<file path="config.mk">
export PLATFORM = sky130hd
export DESIGN_NAME = asp_serial_port
export DESIGN_NICKNAME = d
export VERILOG_FILES = /design/src/asp_pkg.sv /design/src/asp_serial_port.sv
export VERILOG_INCLUDE_DIRS = /design/src
export SDC_FILE = /design/constraint.sdc
export NUM_CORES = 1
export LEC_CHECK = 0
export ABC_AREA = 1
export BUFFER_PORTS_ARGS = -buffer_cell sky130_fd_sc_hd__buf_2
export CELL_PAD_IN_SITES_DETAIL_PLACEMENT = 0
export CELL_PAD_IN_SITES_GLOBAL_PLACEMENT = 1
export CORE_ASPECT_RATIO = 1.5
export CORE_MARGIN = 2
export CORE_UTILIZATION = 40
export CTS_CLUSTER_SIZE = 12
export DETAILED_ROUTE_END_ITERATION = 16
export GPL_ROUTABILITY_DRIVEN = 0
export GPL_TIMING_DRIVEN = 0
export PLACE_DENSITY_LB_ADDON = 0.1
export SLEW_MARGIN = 20
export SYNTH_ARGS = -nofsm -noshare
export SYNTH_HDL_FRONTEND = slang
export SYNTH_SLANG_ARGS = --single-unit
</file>
<file path="constraint.sdc">
create_clock -name clk -period 2.9 [get_ports clk]
set_input_delay 0.29 -clock clk [delete_from_list [all_inputs] [get_ports clk]]
set_output_delay 0.29 -clock clk [all_outputs]
set_load 0.005 [all_outputs]
</file>
<file path="src/asp_defs.svh">
// Purpose: named offsets, field positions, reset values and counts of the serial port
// Assumes: 32-bit AHB-Lite data, one aligned word per register
// Notes: definitions only
`ifndef ASP_DEFS_SVH
`define ASP_DEFS_SVH
// ****************************************
// register byte offsets
// ****************************************
`define ASP_OFF_DATA 8'h00
`define ASP_OFF_CTLA 8'h04
`define ASP_OFF_CTLB 8'h08
`define ASP_OFF_STAT 8'h0c
`define ASP_OFF_BAUD 8'h10
// ****************************************
// field positions
// ****************************************
`define ASP_A_R8 7
`define ASP_A_T8 6
`define ASP_A_M 4
`define ASP_A_WAKE 3
`define ASP_B_TIE 7
`define ASP_B_TX_DONE_IRQ_EN 6
`define ASP_B_RIE 5
`define ASP_B_LINE_QUIET_IRQ_EN 4
`define ASP_B_TE 3
`define ASP_B_RE 2
`define ASP_B_RWU 1
`define ASP_B_SBK 0
`define ASP_F_TX_BUF_EMPTY 6
`define ASP_F_TC 5
`define ASP_F_RX_BUF_FULL 4
`define ASP_F_IDLE 3
`define ASP_F_OR 2
`define ASP_F_NF 1
`define ASP_F_FE 0
`define ASP_BD_PRE_HI 5
`define ASP_BD_PRE_LO 4
`define ASP_BD_RATE_HI 2
`define ASP_BD_RATE_LO 0
// ****************************************
// reset values and counts
// ****************************************
`define ASP_FLAG_RST 7'h60
`define ASP_WR_CLR_MASK 7'h60
`define ASP_PRE_T0 4'h0
`define ASP_PRE_T1 4'h2
`define ASP_PRE_T2 4'h3
`define ASP_PRE_T3 4'hc
`define ASP_RT_LAST 4'hf
`define ASP_SMP_A 4'h7
`define ASP_SMP_B 4'h8
`define ASP_SMP_C 4'h9
`define ASP_LEN8 4'ha
`define ASP_LEN9 4'hb
`define ASP_DBITS8 4'h8
`define ASP_DBITS9 4'h9
`define ASP_QUIET8 8'ha0
`define ASP_QUIET9 8'hb0
`endif

</file>
<file path="src/asp_pkg.sv">
// Purpose: types shared by the serial port
// Assumes: nothing
// Notes: no constants here, see asp_defs.svh
`default_nettype none
package asp_pkg;
	typedef struct packed {
		logic [7:0] addr;
		logic write;
	} asp_aphase_t;
	typedef struct packed {
		logic [7:0] data;
		logic ninth;
		logic noise;
		logic ferr;
	} asp_rx_char_t;
	typedef enum logic [0:0] {
		ASP_RX_IDLE = 1'b0,
		ASP_RX_RUN = 1'b1
	} asp_rx_state_t;
endpackage
`default_nettype wire

</file>
<file path="src/asp_serial_port.sv">
// Purpose: asynchronous serial port with AHB-Lite register access
// Assumes: rxd synchronous to clk; single word transfers only
// Notes: reads take one wait state, writes none
`include "asp_defs.svh"
`timescale 1ns/1ps
`default_nettype none
module asp_serial_port (
	// clock and reset
	input wire logic clk,
	input wire logic sys_rst,
	// ahb-lite slave
	input wire logic hsel,
	input wire logic [31:0] haddr,
	input wire logic [1:0] htrans,
	input wire logic hwrite,
	input wire logic [2:0] hsize,
	input wire logic [31:0] hwdata,
	input wire logic hready,
	output logic hreadyout,
	output logic hresp,
	output logic [31:0] hrdata,
	// serial line
	input wire logic rxd,
	output logic txd,
	output logic txd_oe,
	// interrupt request
	output logic irq
);
	// ****************************************
	// bus slave
	// ****************************************
	asp_pkg::asp_aphase_t ap;
	logic rd_pend;
	logic wr_pend;
	logic [7:0] rd_val;
	wire take = hsel & htrans[1] & hready;
	always_ff @(posedge clk) begin
		if (sys_rst) begin
			ap <= '0;
			rd_pend <= 1'b0;
			wr_pend <= 1'b0;
			hreadyout <= 1'b1;
			hresp <= 1'b0;
		end else begin
			hresp <= 1'b0;
			if (take) begin
				ap <= '{addr: haddr[7:0], write: hwrite};
				wr_pend <= hwrite;
				rd_pend <= ~hwrite;
				// a read waits one cycle because hrdata is registered from rd_val in the data phase
				hreadyout <= hwrite;
			end else begin
				wr_pend <= 1'b0;
				rd_pend <= 1'b0;
				hreadyout <= 1'b1;
			end
		end
	end
	wire data_rd = rd_pend & (ap.addr == `ASP_OFF_DATA);
	wire stat_rd = rd_pend & (ap.addr == `ASP_OFF_STAT);
	wire data_wr = wr_pend & (ap.addr == `ASP_OFF_DATA);
	wire ctla_wr = wr_pend & (ap.addr == `ASP_OFF_CTLA);
	wire ctlb_wr = wr_pend & (ap.addr == `ASP_OFF_CTLB);
	wire baud_wr = wr_pend & (ap.addr == `ASP_OFF_BAUD);
	// ****************************************
	// control registers
	// ****************************************
	logic tx_ninth_bit;
	logic char_len_9;
	logic wake_addr_mark;
	logic tx_empty_irq_en;
	logic tx_done_irq_en;
	logic rx_full_irq_en;
	logic line_quiet_irq_en;
	logic tx_enable;
	logic rx_enable;
	logic rx_sleep;
	logic send_break_ctl;
	logic [1:0] prescale_sel;
	logic [2:0] rate_div_sel = 3'h0;
	logic wake_evt;
	wire te_rise = ctlb_wr & hwdata[`ASP_B_TE] & ~tx_enable;
	always_ff @(posedge clk) begin
		if (sys_rst) begin
			tx_ninth_bit <= 1'b0;
			char_len_9 <= 1'b0;
			wake_addr_mark <= 1'b0;
		end else if (ctla_wr) begin
			tx_ninth_bit <= hwdata[`ASP_A_T8];
			char_len_9 <= hwdata[`ASP_A_M];
			wake_addr_mark <= hwdata[`ASP_A_WAKE];
		end
	end
	always_ff @(posedge clk) begin
		if (sys_rst) begin
			tx_empty_irq_en <= 1'b0;
			tx_done_irq_en <= 1'b0;
			rx_full_irq_en <= 1'b0;
			line_quiet_irq_en <= 1'b0;
			tx_enable <= 1'b0;
			rx_enable <= 1'b0;
			send_break_ctl <= 1'b0;
		end else if (ctlb_wr) begin
			tx_empty_irq_en <= hwdata[`ASP_B_TIE];
			tx_done_irq_en <= hwdata[`ASP_B_TX_DONE_IRQ_EN];
			rx_full_irq_en <= hwdata[`ASP_B_RIE];
			line_quiet_irq_en <= hwdata[`ASP_B_LINE_QUIET_IRQ_EN];
			tx_enable <= hwdata[`ASP_B_TE];
			rx_enable <= hwdata[`ASP_B_RE];
			send_break_ctl <= hwdata[`ASP_B_SBK];
		end
	end
	always_ff @(posedge clk) begin
		if (sys_rst) begin
			rx_sleep <= 1'b0;
		end else if (ctlb_wr) begin
			rx_sleep <= hwdata[`ASP_B_RWU];
		end else if (wake_evt) begin
			rx_sleep <= 1'b0;
		end
	end
	always_ff @(posedge clk) begin
		if (sys_rst) begin
			prescale_sel <= 2'h0;
		end else if (baud_wr) begin
			prescale_sel <= hwdata[`ASP_BD_PRE_HI:`ASP_BD_PRE_LO];
		end
	end
	// rate field keeps its value across reset
	always_ff @(posedge clk) begin
		if (baud_wr) begin
			rate_div_sel <= hwdata[`ASP_BD_RATE_HI:`ASP_BD_RATE_LO];
		end
	end
	// ****************************************
	// bit-rate chain
	// ****************************************
	logic [3:0] pre_cnt;
	logic [3:0] pre_term;
	logic [6:0] rate_cnt;
	logic [3:0] bit_div;
	always_comb begin
		unique case (prescale_sel)
			2'h0: pre_term = `ASP_PRE_T0;
			2'h1: pre_term = `ASP_PRE_T1;
			2'h2: pre_term = `ASP_PRE_T2;
			2'h3: pre_term = `ASP_PRE_T3;
		endcase
	end
	// >= lets a shrinking prescale take effect without wrapping
	wire pre_tick = pre_cnt >= pre_term;
	wire [6:0] rate_term = 7'((8'h01 << rate_div_sel) - 8'h01);
	wire sample_tick_clk = pre_tick & (rate_cnt >= rate_term);
	wire bit_tick = sample_tick_clk & (bit_div == `ASP_RT_LAST);
	always_ff @(posedge clk) begin
		if (sys_rst) begin
			pre_cnt <= 4'h0;
		end else begin
			pre_cnt <= pre_tick ? 4'h0 : pre_cnt + 4'h1;
		end
	end
	always_ff @(posedge clk) begin
		if (sys_rst) begin
			rate_cnt <= 7'h0;
		end else if (pre_tick) begin
			rate_cnt <= sample_tick_clk ? 7'h0 : rate_cnt + 7'h1;
		end
	end
	always_ff @(posedge clk) begin
		if (sys_rst) begin
			bit_div <= 4'h0;
		end else if (sample_tick_clk) begin
			bit_div <= bit_div + 4'h1;
		end
	end
	// ****************************************
	// transmitter
	// ****************************************
	logic [7:0] tx_buf;
	logic tx_buf_full;
	logic [10:0] tx_shift;
	logic [10:0] tx_frame;
	logic [3:0] tx_left;
	logic pre_q;
	logic brk_q;
	wire [3:0] frame_len = char_len_9 ? `ASP_LEN9 : `ASP_LEN8;
	wire tx_slot = bit_tick & (tx_left == 4'h0);
	wire tx_brk = brk_q | send_break_ctl;
	wire tx_any = tx_enable & (pre_q | tx_brk | tx_buf_full);
	wire tx_load = tx_slot & tx_any;
	wire tx_data_go = tx_load & ~pre_q & ~tx_brk;
	wire tx_buf_empty_set = tx_data_go | (tx_slot & ~tx_enable);
	wire tc_set = tx_slot & ~tx_any;
	always_comb begin
		if (pre_q) begin
			tx_frame = 11'h7ff;
		end else if (tx_brk) begin
			tx_frame = 11'h000;
		end else begin
			tx_frame = {1'b1, char_len_9 ? tx_ninth_bit : 1'b1, tx_buf, 1'b0};
		end
	end
	always_ff @(posedge clk) begin
		if (sys_rst) begin
			txd <= 1'b1;
			txd_oe <= 1'b0;
			tx_shift <= 11'h7ff;
			tx_left <= 4'h0;
		end else if (bit_tick) begin
			if (tx_left != 4'h0) begin
				txd <= tx_shift[0];
				tx_shift <= {1'b1, tx_shift[10:1]};
				tx_left <= tx_left - 4'h1;
			end else if (tx_any) begin
				txd <= tx_frame[0];
				tx_shift <= {1'b1, tx_frame[10:1]};
				tx_left <= frame_len - 4'h1;
			end else begin
				txd <= 1'b1;
			end
			// pin released only on a bit-clock edge with nothing in flight
			txd_oe <= tx_enable | (tx_left != 4'h0);
		end
	end
	always_ff @(posedge clk) begin
		if (sys_rst) begin
			tx_buf <= 8'h00;
		end else if (data_wr) begin
			tx_buf <= hwdata[7:0];
		end
	end
	always_ff @(posedge clk) begin
		if (sys_rst) begin
			tx_buf_full <= 1'b0;
			pre_q <= 1'b0;
			brk_q <= 1'b0;
		end else begin
			if (tx_slot & ~tx_enable) begin
				tx_buf_full <= 1'b0;
				pre_q <= 1'b0;
				brk_q <= 1'b0;
			end else if (tx_load) begin
				if (pre_q) begin
					pre_q <= 1'b0;
				end else if (tx_brk) begin
					brk_q <= 1'b0;
				end else begin
					tx_buf_full <= 1'b0;
				end
			end
			if (data_wr) begin
				tx_buf_full <= 1'b1;
			end
			if (te_rise) begin
				pre_q <= 1'b1;
			end
			if (ctlb_wr & hwdata[`ASP_B_SBK]) begin
				brk_q <= 1'b1;
			end
		end
	end
	// ****************************************
	// receiver
	// ****************************************
	asp_pkg::asp_rx_state_t rx_st;
	asp_pkg::asp_rx_char_t rx_hold;
	asp_pkg::asp_rx_char_t rx_new;
	logic [3:0] rx_rt;
	logic [3:0] rx_idx;
	logic [1:0] rx_smp;
	logic [8:0] rx_sh;
	logic rx_noise;
	logic [6:0] flags;
	wire [3:0] dbits = char_len_9 ? `ASP_DBITS9 : `ASP_DBITS8;
	wire vote = (rx_smp[1] & rx_smp[0]) | (rx_smp[1] & rxd) | (rx_smp[0] & rxd);
	wire unan = (rx_smp[1] == rx_smp[0]) & (rx_smp[0] == rxd);
	wire rx_mid = sample_tick_clk & rx_enable & (rx_st == asp_pkg::ASP_RX_RUN) & (rx_rt == `ASP_SMP_C);
	wire rx_done = rx_mid & (rx_idx == dbits + 4'h1);
	wire mark_evt = rx_mid & (rx_idx == dbits) & vote & wake_addr_mark;
	always_ff @(posedge clk) begin
		if (sys_rst) begin
			rx_st <= asp_pkg::ASP_RX_IDLE;
			rx_rt <= 4'h0;
			rx_idx <= 4'h0;
			rx_smp <= 2'h0;
			rx_sh <= 9'h000;
			rx_noise <= 1'b0;
		end else if (~rx_enable) begin
			rx_st <= asp_pkg::ASP_RX_IDLE;
		end else if (sample_tick_clk) begin
			unique case (rx_st)
				asp_pkg::ASP_RX_IDLE: begin
					if (~rxd) begin
						rx_st <= asp_pkg::ASP_RX_RUN;
						rx_rt <= 4'h0;
						rx_idx <= 4'h0;
						rx_noise <= 1'b0;
					end
				end
				asp_pkg::ASP_RX_RUN: begin
					rx_rt <= rx_rt + 4'h1;
					if ((rx_rt == `ASP_SMP_A) | (rx_rt == `ASP_SMP_B)) begin
						rx_smp <= {rx_smp[0], rxd};
					end
					if (rx_rt == `ASP_SMP_C) begin
						if (~unan) begin
							rx_noise <= 1'b1;
						end
						// a start that votes high was a glitch
						if ((rx_idx == 4'h0) & vote) begin
							rx_st <= asp_pkg::ASP_RX_IDLE;
						end
						if ((rx_idx != 4'h0) & (rx_idx <= dbits)) begin
							rx_sh <= char_len_9 ? {vote, rx_sh[8:1]} : {1'b0, vote, rx_sh[7:1]};
						end
						// ending at mid stop bit gives margin for the next start
						if (rx_idx == dbits + 4'h1) begin
							rx_st <= asp_pkg::ASP_RX_IDLE;
						end
					end
					if (rx_rt == `ASP_RT_LAST) begin
						rx_idx <= rx_idx + 4'h1;
					end
				end
			endcase
		end
	end
	always_comb begin
		rx_new.data = rx_sh[7:0];
		rx_new.ninth = rx_sh[8];
		rx_new.noise = rx_noise | ~unan;
		rx_new.ferr = ~vote;
	end
	wire rx_take = rx_done & ~rx_sleep;
	wire rx_buf_full_set = rx_take & ~flags[`ASP_F_RX_BUF_FULL];
	wire or_set = rx_take & flags[`ASP_F_RX_BUF_FULL];
	always_ff @(posedge clk) begin
		if (sys_rst) begin
			rx_hold <= '0;
		end else if (rx_buf_full_set) begin
			rx_hold <= rx_new;
		end
	end
	// ****************************************
	// idle line detect
	// ****************************************
	logic [7:0] quiet_cnt;
	logic line_busy;
	wire [7:0] quiet_lim = char_len_9 ? `ASP_QUIET9 : `ASP_QUIET8;
	wire idle_evt = sample_tick_clk & rx_enable & rxd & line_busy & (quiet_cnt == quiet_lim);
	assign wake_evt = rx_sleep & ((idle_evt & ~wake_addr_mark) | mark_evt);
	always_ff @(posedge clk) begin
		if (sys_rst) begin
			quiet_cnt <= 8'h00;
			line_busy <= 1'b0;
		end else if (sample_tick_clk & rx_enable) begin
			if (~rxd) begin
				quiet_cnt <= 8'h00;
				line_busy <= 1'b1;
			end else if (quiet_cnt != quiet_lim) begin
				quiet_cnt <= quiet_cnt + 8'h01;
			end else begin
				line_busy <= 1'b0;
			end
		end
	end
	// ****************************************
	// status flags
	// ****************************************
	logic [6:0] arm;
	wire [6:0] fset = {tx_buf_empty_set, tc_set, rx_buf_full_set, idle_evt & ~rx_sleep, or_set,
		rx_buf_full_set & rx_new.noise, rx_buf_full_set & rx_new.ferr};
	localparam logic [6:0] WR_MASK = `ASP_WR_CLR_MASK;
	localparam logic [6:0] F_RST = `ASP_FLAG_RST;
	genvar gi;
	generate
		for (gi = 0; gi < 7; gi++) begin : g_flag
			wire clr_evt = WR_MASK[gi] ? data_wr : data_rd;
			always_ff @(posedge clk) begin
				if (sys_rst) begin
					flags[gi] <= F_RST[gi];
				end else if (fset[gi]) begin
					flags[gi] <= 1'b1;
				end else if (clr_evt & arm[gi]) begin
					flags[gi] <= 1'b0;
				end
			end
			always_ff @(posedge clk) begin
				if (sys_rst) begin
					arm[gi] <= 1'b0;
				end else if (stat_rd & flags[gi]) begin
					arm[gi] <= 1'b1;
				end else if (clr_evt) begin
					arm[gi] <= 1'b0;
				end
			end
		end
	endgenerate
	// ****************************************
	// read mux and interrupt
	// ****************************************
	always_comb begin
		case (ap.addr)
			`ASP_OFF_DATA: rd_val = rx_hold.data;
			`ASP_OFF_CTLA: rd_val = {rx_hold.ninth, tx_ninth_bit, 1'b0, char_len_9, wake_addr_mark, 3'h0};
			`ASP_OFF_CTLB: rd_val = {tx_empty_irq_en, tx_done_irq_en, rx_full_irq_en, line_quiet_irq_en,
				tx_enable, rx_enable, rx_sleep, send_break_ctl};
			`ASP_OFF_STAT: rd_val = {flags, 1'b0};
			`ASP_OFF_BAUD: rd_val = {2'h0, prescale_sel, 1'b0, rate_div_sel};
			default: rd_val = 8'h00;
		endcase
	end
	always_ff @(posedge clk) begin
		if (sys_rst) begin
			hrdata <= 32'h0;
		end else if (rd_pend) begin
			hrdata <= {24'h0, rd_val};
		end
	end
	// noise and framing flags stay out of the request
	always_ff @(posedge clk) begin
		if (sys_rst) begin
			irq <= 1'b0;
		end else begin
			irq <= (flags[`ASP_F_TX_BUF_EMPTY] & tx_empty_irq_en) | (flags[`ASP_F_TC] & tx_done_irq_en)
				| (~rx_sleep & rx_full_irq_en & (flags[`ASP_F_RX_BUF_FULL] | flags[`ASP_F_OR]))
				| (~rx_sleep & line_quiet_irq_en & flags[`ASP_F_IDLE]);
		end
	end
endmodule
`default_nettype wire

</file>
After elaboration in Yosys (flattened, before gate mapping). Index checks and enable logic that the tools add are counted.

Bits in registers: 132. Logic and storage cells: 292.

Add/sub/neg operators: 10. Magnitude comparators: 3. Eq/ne operators: 27. Shift operators: 1. Mux-type cells: 67. Bitwise operators: 91. Reduce and logical (&&, ||, !) cells: 39.

Operator list (count): $and 1x1->1 (64); $mux 1 (48); $mux 11 (4); $pmux 8 s5 (1); $reduce_bool 2->1 (14); $add 4x1->4 const B (5); $eq 4x4->1 const B (4); $eq 8x4->1 const B (2); $mux 4 (4); $mux 8 (2); $pmux 4 s2 (2); $pmux 4 s4 (1); $or 1x1->1 (14); $not 1->1 (13); $reduce_bool 3->1 (4); $reduce_and 5->1 (2); $reduce_or 2->1 (5); $mux 9 (1); $ne 3x1->1 const B (3); $reduce_and 3->1 (3); $add 8x1->8 const B (1); $eq 4x4->1 (2); $eq 8x3->1 const B (1); $eq 8x5->1 const B (1); other kinds (24) (37).

Depth between registers and ports, before layout. Gate-level depths: netlist (run 1).

Word-level depth: 14. Mapped depth: 15.

Least setup slack after synthesis (run 1). Ideal clock, no wire load.

Kind: flip-flop to flip-flop. Start: reg prescale_sel[0]. End: reg rx_sh[6]. Data arrival time: 1964 ps. Required time: 2781 ps. Setup slack: 817 ps. Stages on the path, launching flop included: 14. Path buffers: 1. Cells stage by stage: dfxtp_1 inv_1 ha_1 ha_1 inv_1 o21bai_1 nand2_1 nand3_4 nand3_4 nor2_4 nand2_2 buf_2 o21ai_0 a21oi_1.

Longest elaborated chain between the ends: 5. Elaborated cells on any way between the ends: 8. Classes of those cells: 1 x order compare; 3 x eq/ne; 1 x mux; 1 x bitwise; 2 x reduce/logical.

Ends and longest elaborated chain: start, declared (line asp_serial_port.sv:79) `logic [1:0] prescale_sel;`; start signal, assigned (line asp_serial_port.sv:126) `` prescale_sel <= hwdata[`ASP_BD_PRE_HI:`ASP_BD_PRE_LO]; ``; $eq 2x2->1 (tied with other cells) (line asp_serial_port.sv:143) `unique case (prescale_sel)`; $pmux 4 s4 * (line asp_serial_port.sv:143); $ge 4x4->1 * (line asp_serial_port.sv:151) `wire pre_tick = pre_cnt >= pre_term;`; $and 1x1->1 * (line asp_serial_port.sv:153) `wire sample_tick_clk = pre_tick & (rate_cnt >= rate_term);`; $reduce_and 5->1 (no source line) *; end signal, assigned (line asp_serial_port.sv:314) `rx_sh <= char_len_9 ? {vote, rx_sh[8:1]} : {1'b0, vote, rx_sh[7:1]};`; end, declared (line asp_serial_port.sv:271) `logic [8:0] rx_sh;`.

Mark *: on every way between the ends. The rest lies on a longest branch, timed or not. A chain may end at the register's enable or synchronous reset.

Worst setup path in the final report (run 1).
Start: reg rate_div_sel[1]. End: reg tx_shift[9].

Longest elaborated chain between the ends: 6.

Ends and longest elaborated chain: start, declared (line asp_serial_port.sv:80) `logic [2:0] rate_div_sel = 3'h0;`; start signal, assigned (line asp_serial_port.sv:132) `` rate_div_sel <= hwdata[`ASP_BD_RATE_HI:`ASP_BD_RATE_LO]; ``; $shl 1x3->7 (line asp_serial_port.sv:152) `wire [6:0] rate_term = 7'((8'h01 << rate_div_sel) - 8'h01);`; $sub 7x1->7 (line asp_serial_port.sv:152); $ge 7x7->1 (line asp_serial_port.sv:153); $and 1x1->1 (line asp_serial_port.sv:153); $and 1x1->1 (line asp_serial_port.sv:154) `` wire bit_tick = sample_tick_clk & (bit_div == `ASP_RT_LAST); ``; $reduce_and 2->1 (no source line); end signal, assigned (line asp_serial_port.sv:212) `tx_shift <= {1'b1, tx_shift[10:1]};`; end signal, assigned (line asp_serial_port.sv:216) `tx_shift <= {1'b1, tx_frame[10:1]};`; end, declared (line asp_serial_port.sv:181) `logic [10:0] tx_shift;`.

No other way between the ends.

==> results of run 1 <==
[kinds of logic (layout without fill, tap and decap cells)]
group / count (synthesis) / count (layout) / synth area share
other: 1 / 25 / 0.000595
and+or+nand+nor: 344 / 344 / 0.240
xor gates and xnor gates: 6 / 6 / 0.00834
adders and majority gates: 27 / 27 / 0.0536
AOI/OAI and AO/OA: 193 / 193 / 0.160
buffers and inverters: 160 / 226 / 0.114
muxes: 1 / 1 / 0.00159
DFF: 131 / 131 / 0.421
[critical path: stages, from the launching register on]
cell and delay (ns):
edfxtp_1 0.48, o21ai_0 0.24, ha_1 0.27, nand2_1 0.07, nand2_1 0.04, a21oi_1 0.15
nand3_2 0.21, nand2_2 0.23, inv_2 0.12, nand3_4 0.13, inv_4 0.08, buf_6 0.14
o21ai_1 0.11, nand2_1 0.06
[area by class of cell]
class | instances | area, um^2 | share of cell area
Multi-Input combinational cell | 596 | 3020 | 0.403
Sequential cell | 131 | 2650 | 0.355
Clock buffer | 19 | 475 | 0.0635
Inverter | 115 | 434 | 0.0580
Buffer | 45 | 283 | 0.0378
Tap cell | 203 | 254 | 0.0339
Clock inverter | 13 | 195 | 0.0261
Timing Repair Buffer | 34 | 170 | 0.0227
[state kept, by name (all words and copies together), names as in the netlist, 7 cells and up]
name	cells
tx_shift	10
rx_hold	9
rx_sh	9
ap	8
hrdata	8
quiet_cnt	8
tx_buf	8
arm	7
flags	7
rate_cnt	7
[cell usage after synthesis, drive strengths merged]
master / number / area (um^2)
o21a: 1 / 7.51
nor3b: 4 / 30.0
nor4: 1 / 6.26
nand4: 11 / 75.1
xor2: 5 / 43.8
nand3: 44 / 275
ha: 27 / 338
o2111ai: 3 / 26.3
edfxtp: 3 / 90.1
nor2: 107 / 424
a221o: 1 / 10.0
xnor2: 1 / 8.76
a21boi: 1 / 7.51
buf: 31 / 230
clkbuf: 14 / 52.6
o211ai: 1 / 7.51
o21bai: 2 / 15.0
nor3: 14 / 75.1
and3: 2 / 12.5
a21oi: 87 / 435
a211oi: 2 / 15.0
conb: 1 / 3.75
inv: 112 / 423
mux2i: 1 / 10.0
dfxtp: 128 / 2560
clkinv: 3 / 11.3
o21ai: 90 / 450
nand3b: 1 / 7.51
nand2: 160 / 608
o31ai: 3 / 22.5
o22ai: 2 / 12.5
[per-stage QoR]
stage / hold WS (ns) / utilization
CTS: 0.0907 / 0.481
detailed placement: 0.444 / 0.438
floorplan: 0.382 / -
global route: 0.0820 / 0.481
finish: 0.0997 / 0.481
global placement: 0.434 / 0.438
[power by group through the flow]
stage	registers, mW	logic (mW)	clock network [mW]
CTS	1.83	0.199	2.45
finish	1.83	0.199	2.40
floorplan	1.87	0.130	0
detailed placement	1.87	0.198	0
global placement	1.87	0.196	0
global route	1.83	0.224	2.52
[worst paths after layout]
| check | start | endpoint | slack (ns) | cells after the start |
|---|---|---|---|---|
| worst min register to register | ap[2] | ap[2] | 0.45 | 2 |
| worst max register to register | rate_div_sel[1] | tx_shift[9] | 0.42 | 13 |
| worst min-delay path | hwdata[0] | rate_div_sel[0] | 0.1 | 1 |
| worst max-delay path | rate_div_sel[1] | tx_shift[9] | 0.42 | 13 |
[metal layers]
metal	up-vias	wire [um]	track usage
li1	2928	-	-
met1	2635	7140	0.243
met2	123	8510	0.375
met3	47	568	0.0366
met4	0	761	0.114
met5	-	0	0
==> impl_metrics.json, run 1 <==
{
  "internal_power_mw": 3.44,
  "rows": 56,
  "p_sw_mw": 0.989,
  "clkPwrFrac": 0.542,
  "period_share": 0.854,
  "clk_pin_slew_ns": 0.06,
  "setup_viol": 0,
  "end_kind": "flip-flop",
  "cts_tree": "built",
  "viasPerCell": 4.96,
  "clock_path_buffers": 2,
  "first_pass_iters": 5,
  "critPathMaxFanout": 10,
  "drive_above_1_share": 0.125,
  "start_util": 0.405,
  "track_usage": 0.212,
  "htreeDepth": 4,
  "place_ws_ns": 0.421,
  "cts_buffers": 17,
  "clk_root_buffer_cell": "clkbuf_16",
  "p_comb_frac": 0.045,
  "first_global_vias": 5606,
  "fin_crit_ns": 2.48,
  "die_y_um": 158,
  "die_w_um": 106,
  "syn2layout_area_growth_pct": 18.8,
  "n_antenna_cell": 0,
  "fillers": 1614,
  "seqPwrFrac": 0.413,
  "instances_no_fill": 1156,
  "place_area_um2": 6810,
  "arrival_ns": 2.77,
  "crit_required_ns": 3.20,
  "syn_area_per_cell_um2": 7.30,
  "postCtsResizedCells": 0,
  "drcViolationCount": 0,
  "p_total_mw": 4.43,
  "core_um2": 15600,
  "io_pins": 112,
  "synth_cell_types": 43,
  "grt_max_degree": 17,
  "maxCapViolations": 0,
  "yosysWarnings": 0,
  "clk_latency_ns": 0.41,
  "wirelength_mm": 17.0,
  "worstHoldPathType": "primary input to flip-flop",
  "rsz0062_at_grt": "no",
  "postCtsSetupBuffers": 0,
  "portBuffers": 34,
  "ant_nets": 0,
  "ir_worst_vdd_v": 0.000297,
  "tns_ns": 0,
  "hold_viol": 0,
  "critPathLaunchType": "flip-flop",
  "drv_slew": 0,
  "grt-ovfl-total": 0,
  "max_freq_mhz": 404,
  "final.setup.worst_slack_ns": 0.424,
  "place.detailed.hpwl_mm": 12.9,
  "first_iter_violations": 243,
  "via_count": 5733,
  "worst_pin_slew_ns": 0.849,
  "dieArea_um2": 16800,
  "syn_inst": 863,
  "worstSetupPathType": "flip-flop to flip-flop",
  "cts.sinks": 131,
  "place_inst": 1124,
  "final_common_cell": "nand2_1",
  "layout.nets": 1042,
  "final_area_um2": 7480,
  "final_cell_mix": "nand2_1, dfxtp_1, inv_1, nor2_1, o21ai_0",
  "hold_buffers": 0,
  "status": "complete, no violations",
  "p_leak_nw": 3.20,
  "ys_ff_latch": 131,
  "seq_area_frac_synth": 0.421,
  "skew_ns": 0.00958,
  "wl_per_cell_um": 14.7,
  "syn_area_um2": 6300,
  "antenna_found_initial": 0,
  "p_per_area_nw_per_um2": 592,
  "grt_pass1_wl_mm": 27.8,
  "netSwitchingFraction": 0.223,
  "slew_headroom": 0.434
}
(Power assumes the default switching activity.)
==> run 2: changes to the inputs <==
--- a/config.mk
+++ b/config.mk
@@ -6,19 +6,18 @@
 export SDC_FILE = /design/constraint.sdc
 export NUM_CORES = 1
 export LEC_CHECK = 0
-export ABC_AREA = 1
+export ABC_AREA = 0
 export BUFFER_PORTS_ARGS = -buffer_cell sky130_fd_sc_hd__buf_2
 export CELL_PAD_IN_SITES_DETAIL_PLACEMENT = 0
 export CELL_PAD_IN_SITES_GLOBAL_PLACEMENT = 1
 export CORE_ASPECT_RATIO = 1.5
 export CORE_MARGIN = 2
-export CORE_UTILIZATION = 40
+export CORE_UTILIZATION = 42
 export CTS_CLUSTER_SIZE = 12
 export DETAILED_ROUTE_END_ITERATION = 16
 export GPL_ROUTABILITY_DRIVEN = 0
 export GPL_TIMING_DRIVEN = 0
 export PLACE_DENSITY_LB_ADDON = 0.1
-export SLEW_MARGIN = 20
 export SYNTH_ARGS = -nofsm -noshare
 export SYNTH_HDL_FRONTEND = slang
 export SYNTH_SLANG_ARGS = --single-unit
==> run 2 against run 1 <==
Against the previous run:
- clock skew about the same
- via count down 1.6%
- sequential cell count unchanged
- sequential power about the same
- clock-buffer cell count unchanged
- cell count down 9.0%
- fmax down 9.9%
- largest cell class unchanged
- area after synthesis up 1.7%
- sequential share of layout area down 0.53 points
- global-route usage up 1.3 points
- synthesized cell count down 11%
- routed wire length up 5.1%
==> impl_metrics.json, run 2 <==
{
  "status": "complete, no violations",
  "ys_ff_latch": 131,
  "ff2ff_setup_slack_ns": 0.15,
  "setup_viol": 0,
  "dieArea_um2": 16300,
  "cts.sinks": 131,
  "use_met2": 0.425,
  "instances_no_fill": 1052,
  "fin_crit_ns": 2.75,
  "yosys.area.top_type": "dfxtp_1",
  "start_util": 0.427,
  "regMostFlops": "tx_shift",
  "drcViolationCount": 0,
  "place_area_um2": 6910,
  "r2r_cells": 10,
  "busiest_layer": "met2",
  "synth_edf_count": 3,
  "clk_root_buffer_cell": "clkbuf_16",
  "rows": 55,
  "met1_usage": 0.244,
  "syn_area_per_cell_um2": 8.38,
  "viasPerCell": 5.36,
  "yosysWarnings": 0,
  "r2r-end": "rx_sleep",
  "core_um2": 15000,
  "synth_async_sr_flop_share": 0,
  "largestRegisters": "tx_shift: 10 flops, rx_hold: 9 flops, rx_sh: 9 flops",
  "antenna_found_initial": 0,
  "synth-main-ff-cell": "dfxtp_1",
  "use_met3": 0.0369,
  "path_cells": "inv_1 -> ha_1 -> ha_1 -> inv_1 -> o21ai_1 -> and4_1 -> buf_2 -> nand2_2 -> or4b_1 -> a32o_1",
  "netlist_top_cells_count": "dfxtp_1, nand2_1, a21oi_1",
  "skew_ns": 0.00930,
  "synth.most_common_cell": "dfxtp_1",
  "slowest_delay_ns": 0.55,
  "p_leak_nw": 2.93,
  "syn_inst": 764,
  "cts_tree": "built",
  "arrival_ns": 3.06,
  "first_pass_iters": 5,
  "seq_area_frac_synth": 0.414,
  "reg2reg_from": "prescale_sel[0]",
  "die_w_um": 105,
  "hold_start": "hwrite",
  "drive_above_1_share": 0.148,
  "slew_headroom": 0.341,
  "largest_reg_flops": 10,
  "final_area_um2": 7600,
  "first_global_vias": 5631,
  "via_count": 5641,
  "worst_pin_slew_ns": 0.976,
  "critPathLaunchType": "flip-flop",
  "drv_slew": 0,
  "critPathMaxFanout": 8,
  "clk_pin_slew_ns": 0.06,
  "synth_cell_types": 69,
  "final_common_cell": "dfxtp_1",
  "htreeDepth": 4,
  "hold_viol": 0,
  "worstHoldPathType": "primary input to flip-flop",
  "crit_required_ns": 3.21,
  "grt_pass1_wl_mm": 28.3,
  "first_iter_violations": 284,
  "final_cell_mix": "dfxtp_1, nand2_1, a21oi_1, nor2_1, buf_2",
  "grt-ovfl-total": 0,
  "synth.top_cell.area_share": 0.400,
  "grt_max_degree": 17,
  "p_per_area_nw_per_um2": 580,
  "end_kind": "flip-flop",
  "wirelength_mm": 17.8,
  "max_freq_mhz": 364,
  "min_to": "rd_pend",
  "hold_buffers": 0,
  "period_share": 0.947,
  "ir_worst_vdd_v": 0.000329,
  "wl_per_cell_um": 17.0,
  "synth.area.top_cells": "dfxtp_1, nand2_1, a21oi_1, ha_1, nor2_1",
  "syn_area_um2": 6400,
  "slowest_stage": "or4b_1",
  "clock_path_buffers": 2,
  "place.detailed.hpwl_mm": 13.4,
  "place_inst": 1021,
  "die_y_um": 155,
  "layout.nets": 942,
  "postCtsSetupBuffers": 0,
  "syn2layout_area_growth_pct": 18.6,
  "clk_latency_ns": 0.42,
  "worstSetupPathType": "flip-flop to flip-flop",
  "n_antenna_cell": 0,
  "portBuffers": 34,
  "cts_buffers": 17,
  "hold_depth": 2,
  "ant_nets": 0,
  "io_pins": 112,
  "track_usage": 0.225,
  "rsz0062_at_grt": "yes",
  "maxCapViolations": 0
}
-- run 2: critical path, delay by kind of cell, from the launching register on --
kind                       cells  cell delay [ns]
buffers and inverters          3             0.34
DFF                            1             0.43
adders and majority gates      2             0.57
and+or+nand+nor                3             0.92
AOI/OAI and AO/OA              2             0.39
-- run 2: layout make-up --
cell class / count / area (um^2)
sequential: 131 / 2650
tap: 199 / 249
clock inverter: 13 / 205
buffer: 66 / 379
timing repair buffer: 34 / 170
fill: 1559 / 7410
multi-input combinational: 566 / 3410
clock buffer: 19 / 443
inverter: 24 / 91.3
-- run 2: worst max-delay path by stage --
stage	from	to	slack [ns]	cells past startpoint
global placement	rate_div_sel[2]	rx_st	-0.37	9
floorplan	rate_div_sel[2]	rx_sleep	0.41	8
global route	rate_div_sel[2]	rx_rt[3]	-0.04	9
detailed placement	rate_div_sel[2]	rx_st	-0.37	9
CTS	rate_div_sel[2]	rx_sleep	0.01	8
finish	prescale_sel[0]	rx_sleep	0.15	10
-- run 2: kinds of logic after synthesis --
| logic type | share of synthesized area |
|---|---|
| buffers and inverters | 0.0727 |
| and+or+nand+nor | 0.234 |
| AOI/OAI and AO/OA | 0.157 |
| DFF | 0.414 |
| muxes | 0.0471 |
| xor gates and xnor gates | 0.0219 |
| adders and majority gates | 0.0527 |
| other | 0.000585 |
-- run 2: metrics by stage --
| stage | utilization | setup TNS (ns) | setup slack, ns | hold WS [ns] | total power, mW |
|---|---|---|---|---|---|
| floorplan | - | 0 | 0.410 | 0.382 | 2.01 |
| finish | 0.506 | 0 | 0.153 | 0.0704 | 4.41 |
| detailed placement | 0.461 | -5.62 | -0.375 | 0.449 | 2.08 |
| CTS | 0.505 | 0 | 0.0107 | 0.0575 | 4.44 |
| global placement | 0.461 | -4.35 | -0.365 | 0.440 | 2.08 |
| global route | 0.506 | -0.0466 | -0.0376 | 0.0759 | 4.55 |
-- run 2: repair_timing --
item | 4_1_cts | 5_1_grt
endpoints found under the setup margin | 39 | 31
cloned | 0 | 0
pin swaps | 1 | 0
gates resized for setup | 5 | 9
-- run 2: power by group --
part	switching [mW]	total, mW	internal [mW]
clock network	0.816	2.36	1.55
registers	0.0127	1.83	1.82
logic	0.134	0.213	0.0788
total	0.963	4.41	3.45
-- run 2: metal layers --
layer	vias to the layer above	wire length, um
met5	-	0
met3	35	643
met4	0	514
li1	2815	-
met2	122	9540
met1	2669	7140
==> run 3: changes to the inputs <==
--- a/config.mk
+++ b/config.mk
@@ -10,7 +10,7 @@
 export BUFFER_PORTS_ARGS = -buffer_cell sky130_fd_sc_hd__buf_2
 export CELL_PAD_IN_SITES_DETAIL_PLACEMENT = 0
 export CELL_PAD_IN_SITES_GLOBAL_PLACEMENT = 1
-export CORE_ASPECT_RATIO = 1.5
+export CORE_ASPECT_RATIO = 0.7
 export CORE_MARGIN = 2
 export CORE_UTILIZATION = 42
 export CTS_CLUSTER_SIZE = 12
==> run 3 against run 2 <==
Against the previous run:
- critical path depth down 1
- via count rose by 1.5%
- highest routed layer unchanged
- design area down 0.96%
- first-iteration DRC count grew 75%
- non-clock buffer count grew 2
- critical endpoint is now line_busy
- die area hardly changed
- clock power shrank 8.9%
- utilization up 0.15 points
- global-route usage increased by 0.44 points
- clock skew rose by 0.0019 ns
- hold slack got worse by 0.0022 ns
- sequential cell count unchanged
==> impl_metrics.json, run 3 (same netlist as run 2, synthesis figures left out) <==
{
  "wl_per_cell_um": 16.9,
  "cp_num_buf_inv": 1,
  "critPathLaunchType": "flip-flop",
  "skew_ns": 0.0112,
  "max_freq_mhz": 358,
  "n_antenna_cell": 0,
  "period_share": 0.962,
  "cts.sinks": 131,
  "track_usage": 0.229,
  "wirelength_mm": 17.8,
  "ff2ff_setup_slack_ns": 0.11,
  "worstSetupPathType": "flip-flop to flip-flop",
  "p_leak_nw": 2.90,
  "syn2layout_area_growth_pct": 17.5,
  "grt_pass1_wl_mm": 28.6,
  "crit_family": "compound AO/OA/AOI/OAI gates",
  "layout.nets": 944,
  "portBuffers": 34,
  "htreeDepth": 4,
  "path_cells": "or3_1 -> ha_1 -> nand2b_1 -> a211oi_1 -> o21ai_2 -> nand2_2 -> buf_2 -> nor2_2 -> o221a_2",
  "status": "complete, no violations",
  "crit_required_ns": 3.21,
  "slowest_delay_ns": 0.52,
  "first_iter_violations": 498,
  "worst_hold_slack_ns": 0.0682,
  "hold_viol": 0,
  "antenna_found_initial": 0,
  "grt-ovfl-total": 0,
  "cts_tree": "built",
  "ir_worst_vdd_v": 0.000365,
  "drv_slew": 0,
  "core_um2": 14800,
  "slew_headroom": 0.362,
  "drive_above_1_share": 0.150,
  "dieArea_um2": 16300,
  "grt_max_degree": 17,
  "clk_pin_slew_ns": 0.06,
  "critPathMaxFanout": 10,
  "start_util": 0.432,
  "end_kind": "flip-flop",
  "arrival_ns": 3.10,
  "drcViolationCount": 0,
  "fin_crit_ns": 2.79,
  "viasPerCell": 5.45,
  "io_pins": 112,
  "fillers": 1411,
  "worst_pin_slew_ns": 0.944,
  "slowest_stage": "edfxtp_1",
  "die_w_um": 152,
  "clk_latency_ns": 0.42,
  "ant_nets": 0,
  "final_common_cell": "dfxtp_1",
  "worstHoldPathType": "primary input to flip-flop",
  "rsz0062_at_grt": "no",
  "clock_path_buffers": 2,
  "tns_ns": 0,
  "maxCapViolations": 0,
  "final_cell_mix": "dfxtp_1, nand2_1, a21oi_1, nor2_1, buf_2",
  "die_y_um": 107,
  "rows": 37,
  "place_area_um2": 6910,
  "final_area_um2": 7520,
  "via_count": 5726,
  "clk_root_buffer_cell": "clkbuf_16",
  "setup_viol": 0,
  "first_global_vias": 5394,
  "regMostFlops": "tx_shift",
  "largestRegisters": "tx_shift: 10 flops, rx_hold: 9 flops, rx_sh: 9 flops",
  "largest_reg_flops": 10,
  "cts_buffers": 17,
  "p_per_area_nw_per_um2": 557,
  "first_pass_iters": 6,
  "place.detailed.hpwl_mm": 13.1
}
[run 3: changes by cell type in the layout (fill, tap and decap cells not counted), sizes merged]
cell	change
bufinv	-3
buf	+3
clkinvlp	+3
inv	-1
[run 3: cell type report]
| type | instances | area, um^2 | share of cell area |
|---|---|---|---|
| Multi-Input combinational cell | 566 | 3380 | 0.450 |
| Sequential cell | 131 | 2650 | 0.353 |
| Clock buffer | 20 | 457 | 0.0607 |
| Buffer | 66 | 377 | 0.0501 |
| Tap cell | 195 | 244 | 0.0324 |
| Timing Repair Buffer | 36 | 185 | 0.0246 |
| Clock inverter | 12 | 131 | 0.0175 |
| Inverter | 24 | 91.3 | 0.0121 |
[run 3: per-layer routing]
layer | routed length, um | track usage
met3 | 1380 | 0.0555
met1 | 8890 | 0.344
met5 | 0 | 0
met4 | 216 | 0.0608
met2 | 7280 | 0.327
[run 3: path summary, 6_finish.rpt]
check | depth (start not counted) | to | start
worst max-delay path | 9 | line_busy | rate_div_sel[0]
worst min-delay path | 2 | rd_pend | hwrite
worst max register to register | 9 | line_busy | rate_div_sel[0]
worst min register to register | 2 | ap[7] | ap[7]
[run 3: worst reg2reg max path, cell delays in order, from the launching register on]
cell and delay (ns):
edfxtp_1 0.52, or3_1 0.36, ha_1 0.27, nand2b_1 0.14, a211oi_1 0.35, o21ai_2 0.19
nand2_2 0.19, buf_2 0.27, nor2_2 0.13, o221a_2 0.28
[run 3: power breakdown]
group	switching, mW	internal [mW]	leakage (nW)
Clock	0.835	1.31	0.278
Combinational	0.136	0.0775	1.56
Sequential	0.0132	1.82	1.06
Total	0.983	3.21	2.90
[run 3: metrics by stage]
stage	std cells	power, mW	util	setup WS [ns]
floorplan	788	2.01	-	0.410
CTS	1050	4.21	0.507	0.0129
detailed placement	1017	2.08	0.466	-0.263
global placement	1017	2.08	0.466	-0.279
global route	1050	4.33	0.508	0.00668
finish	1050	4.19	0.508	0.110
[run 3: repair_timing]
item | CTS | global route
buffers inserted | 1 | 1
setup endpoints to repair | 29 | 22
gates resized for setup | 3 | 7
hold buffers | 0 | 0
cloned | 0 | 0
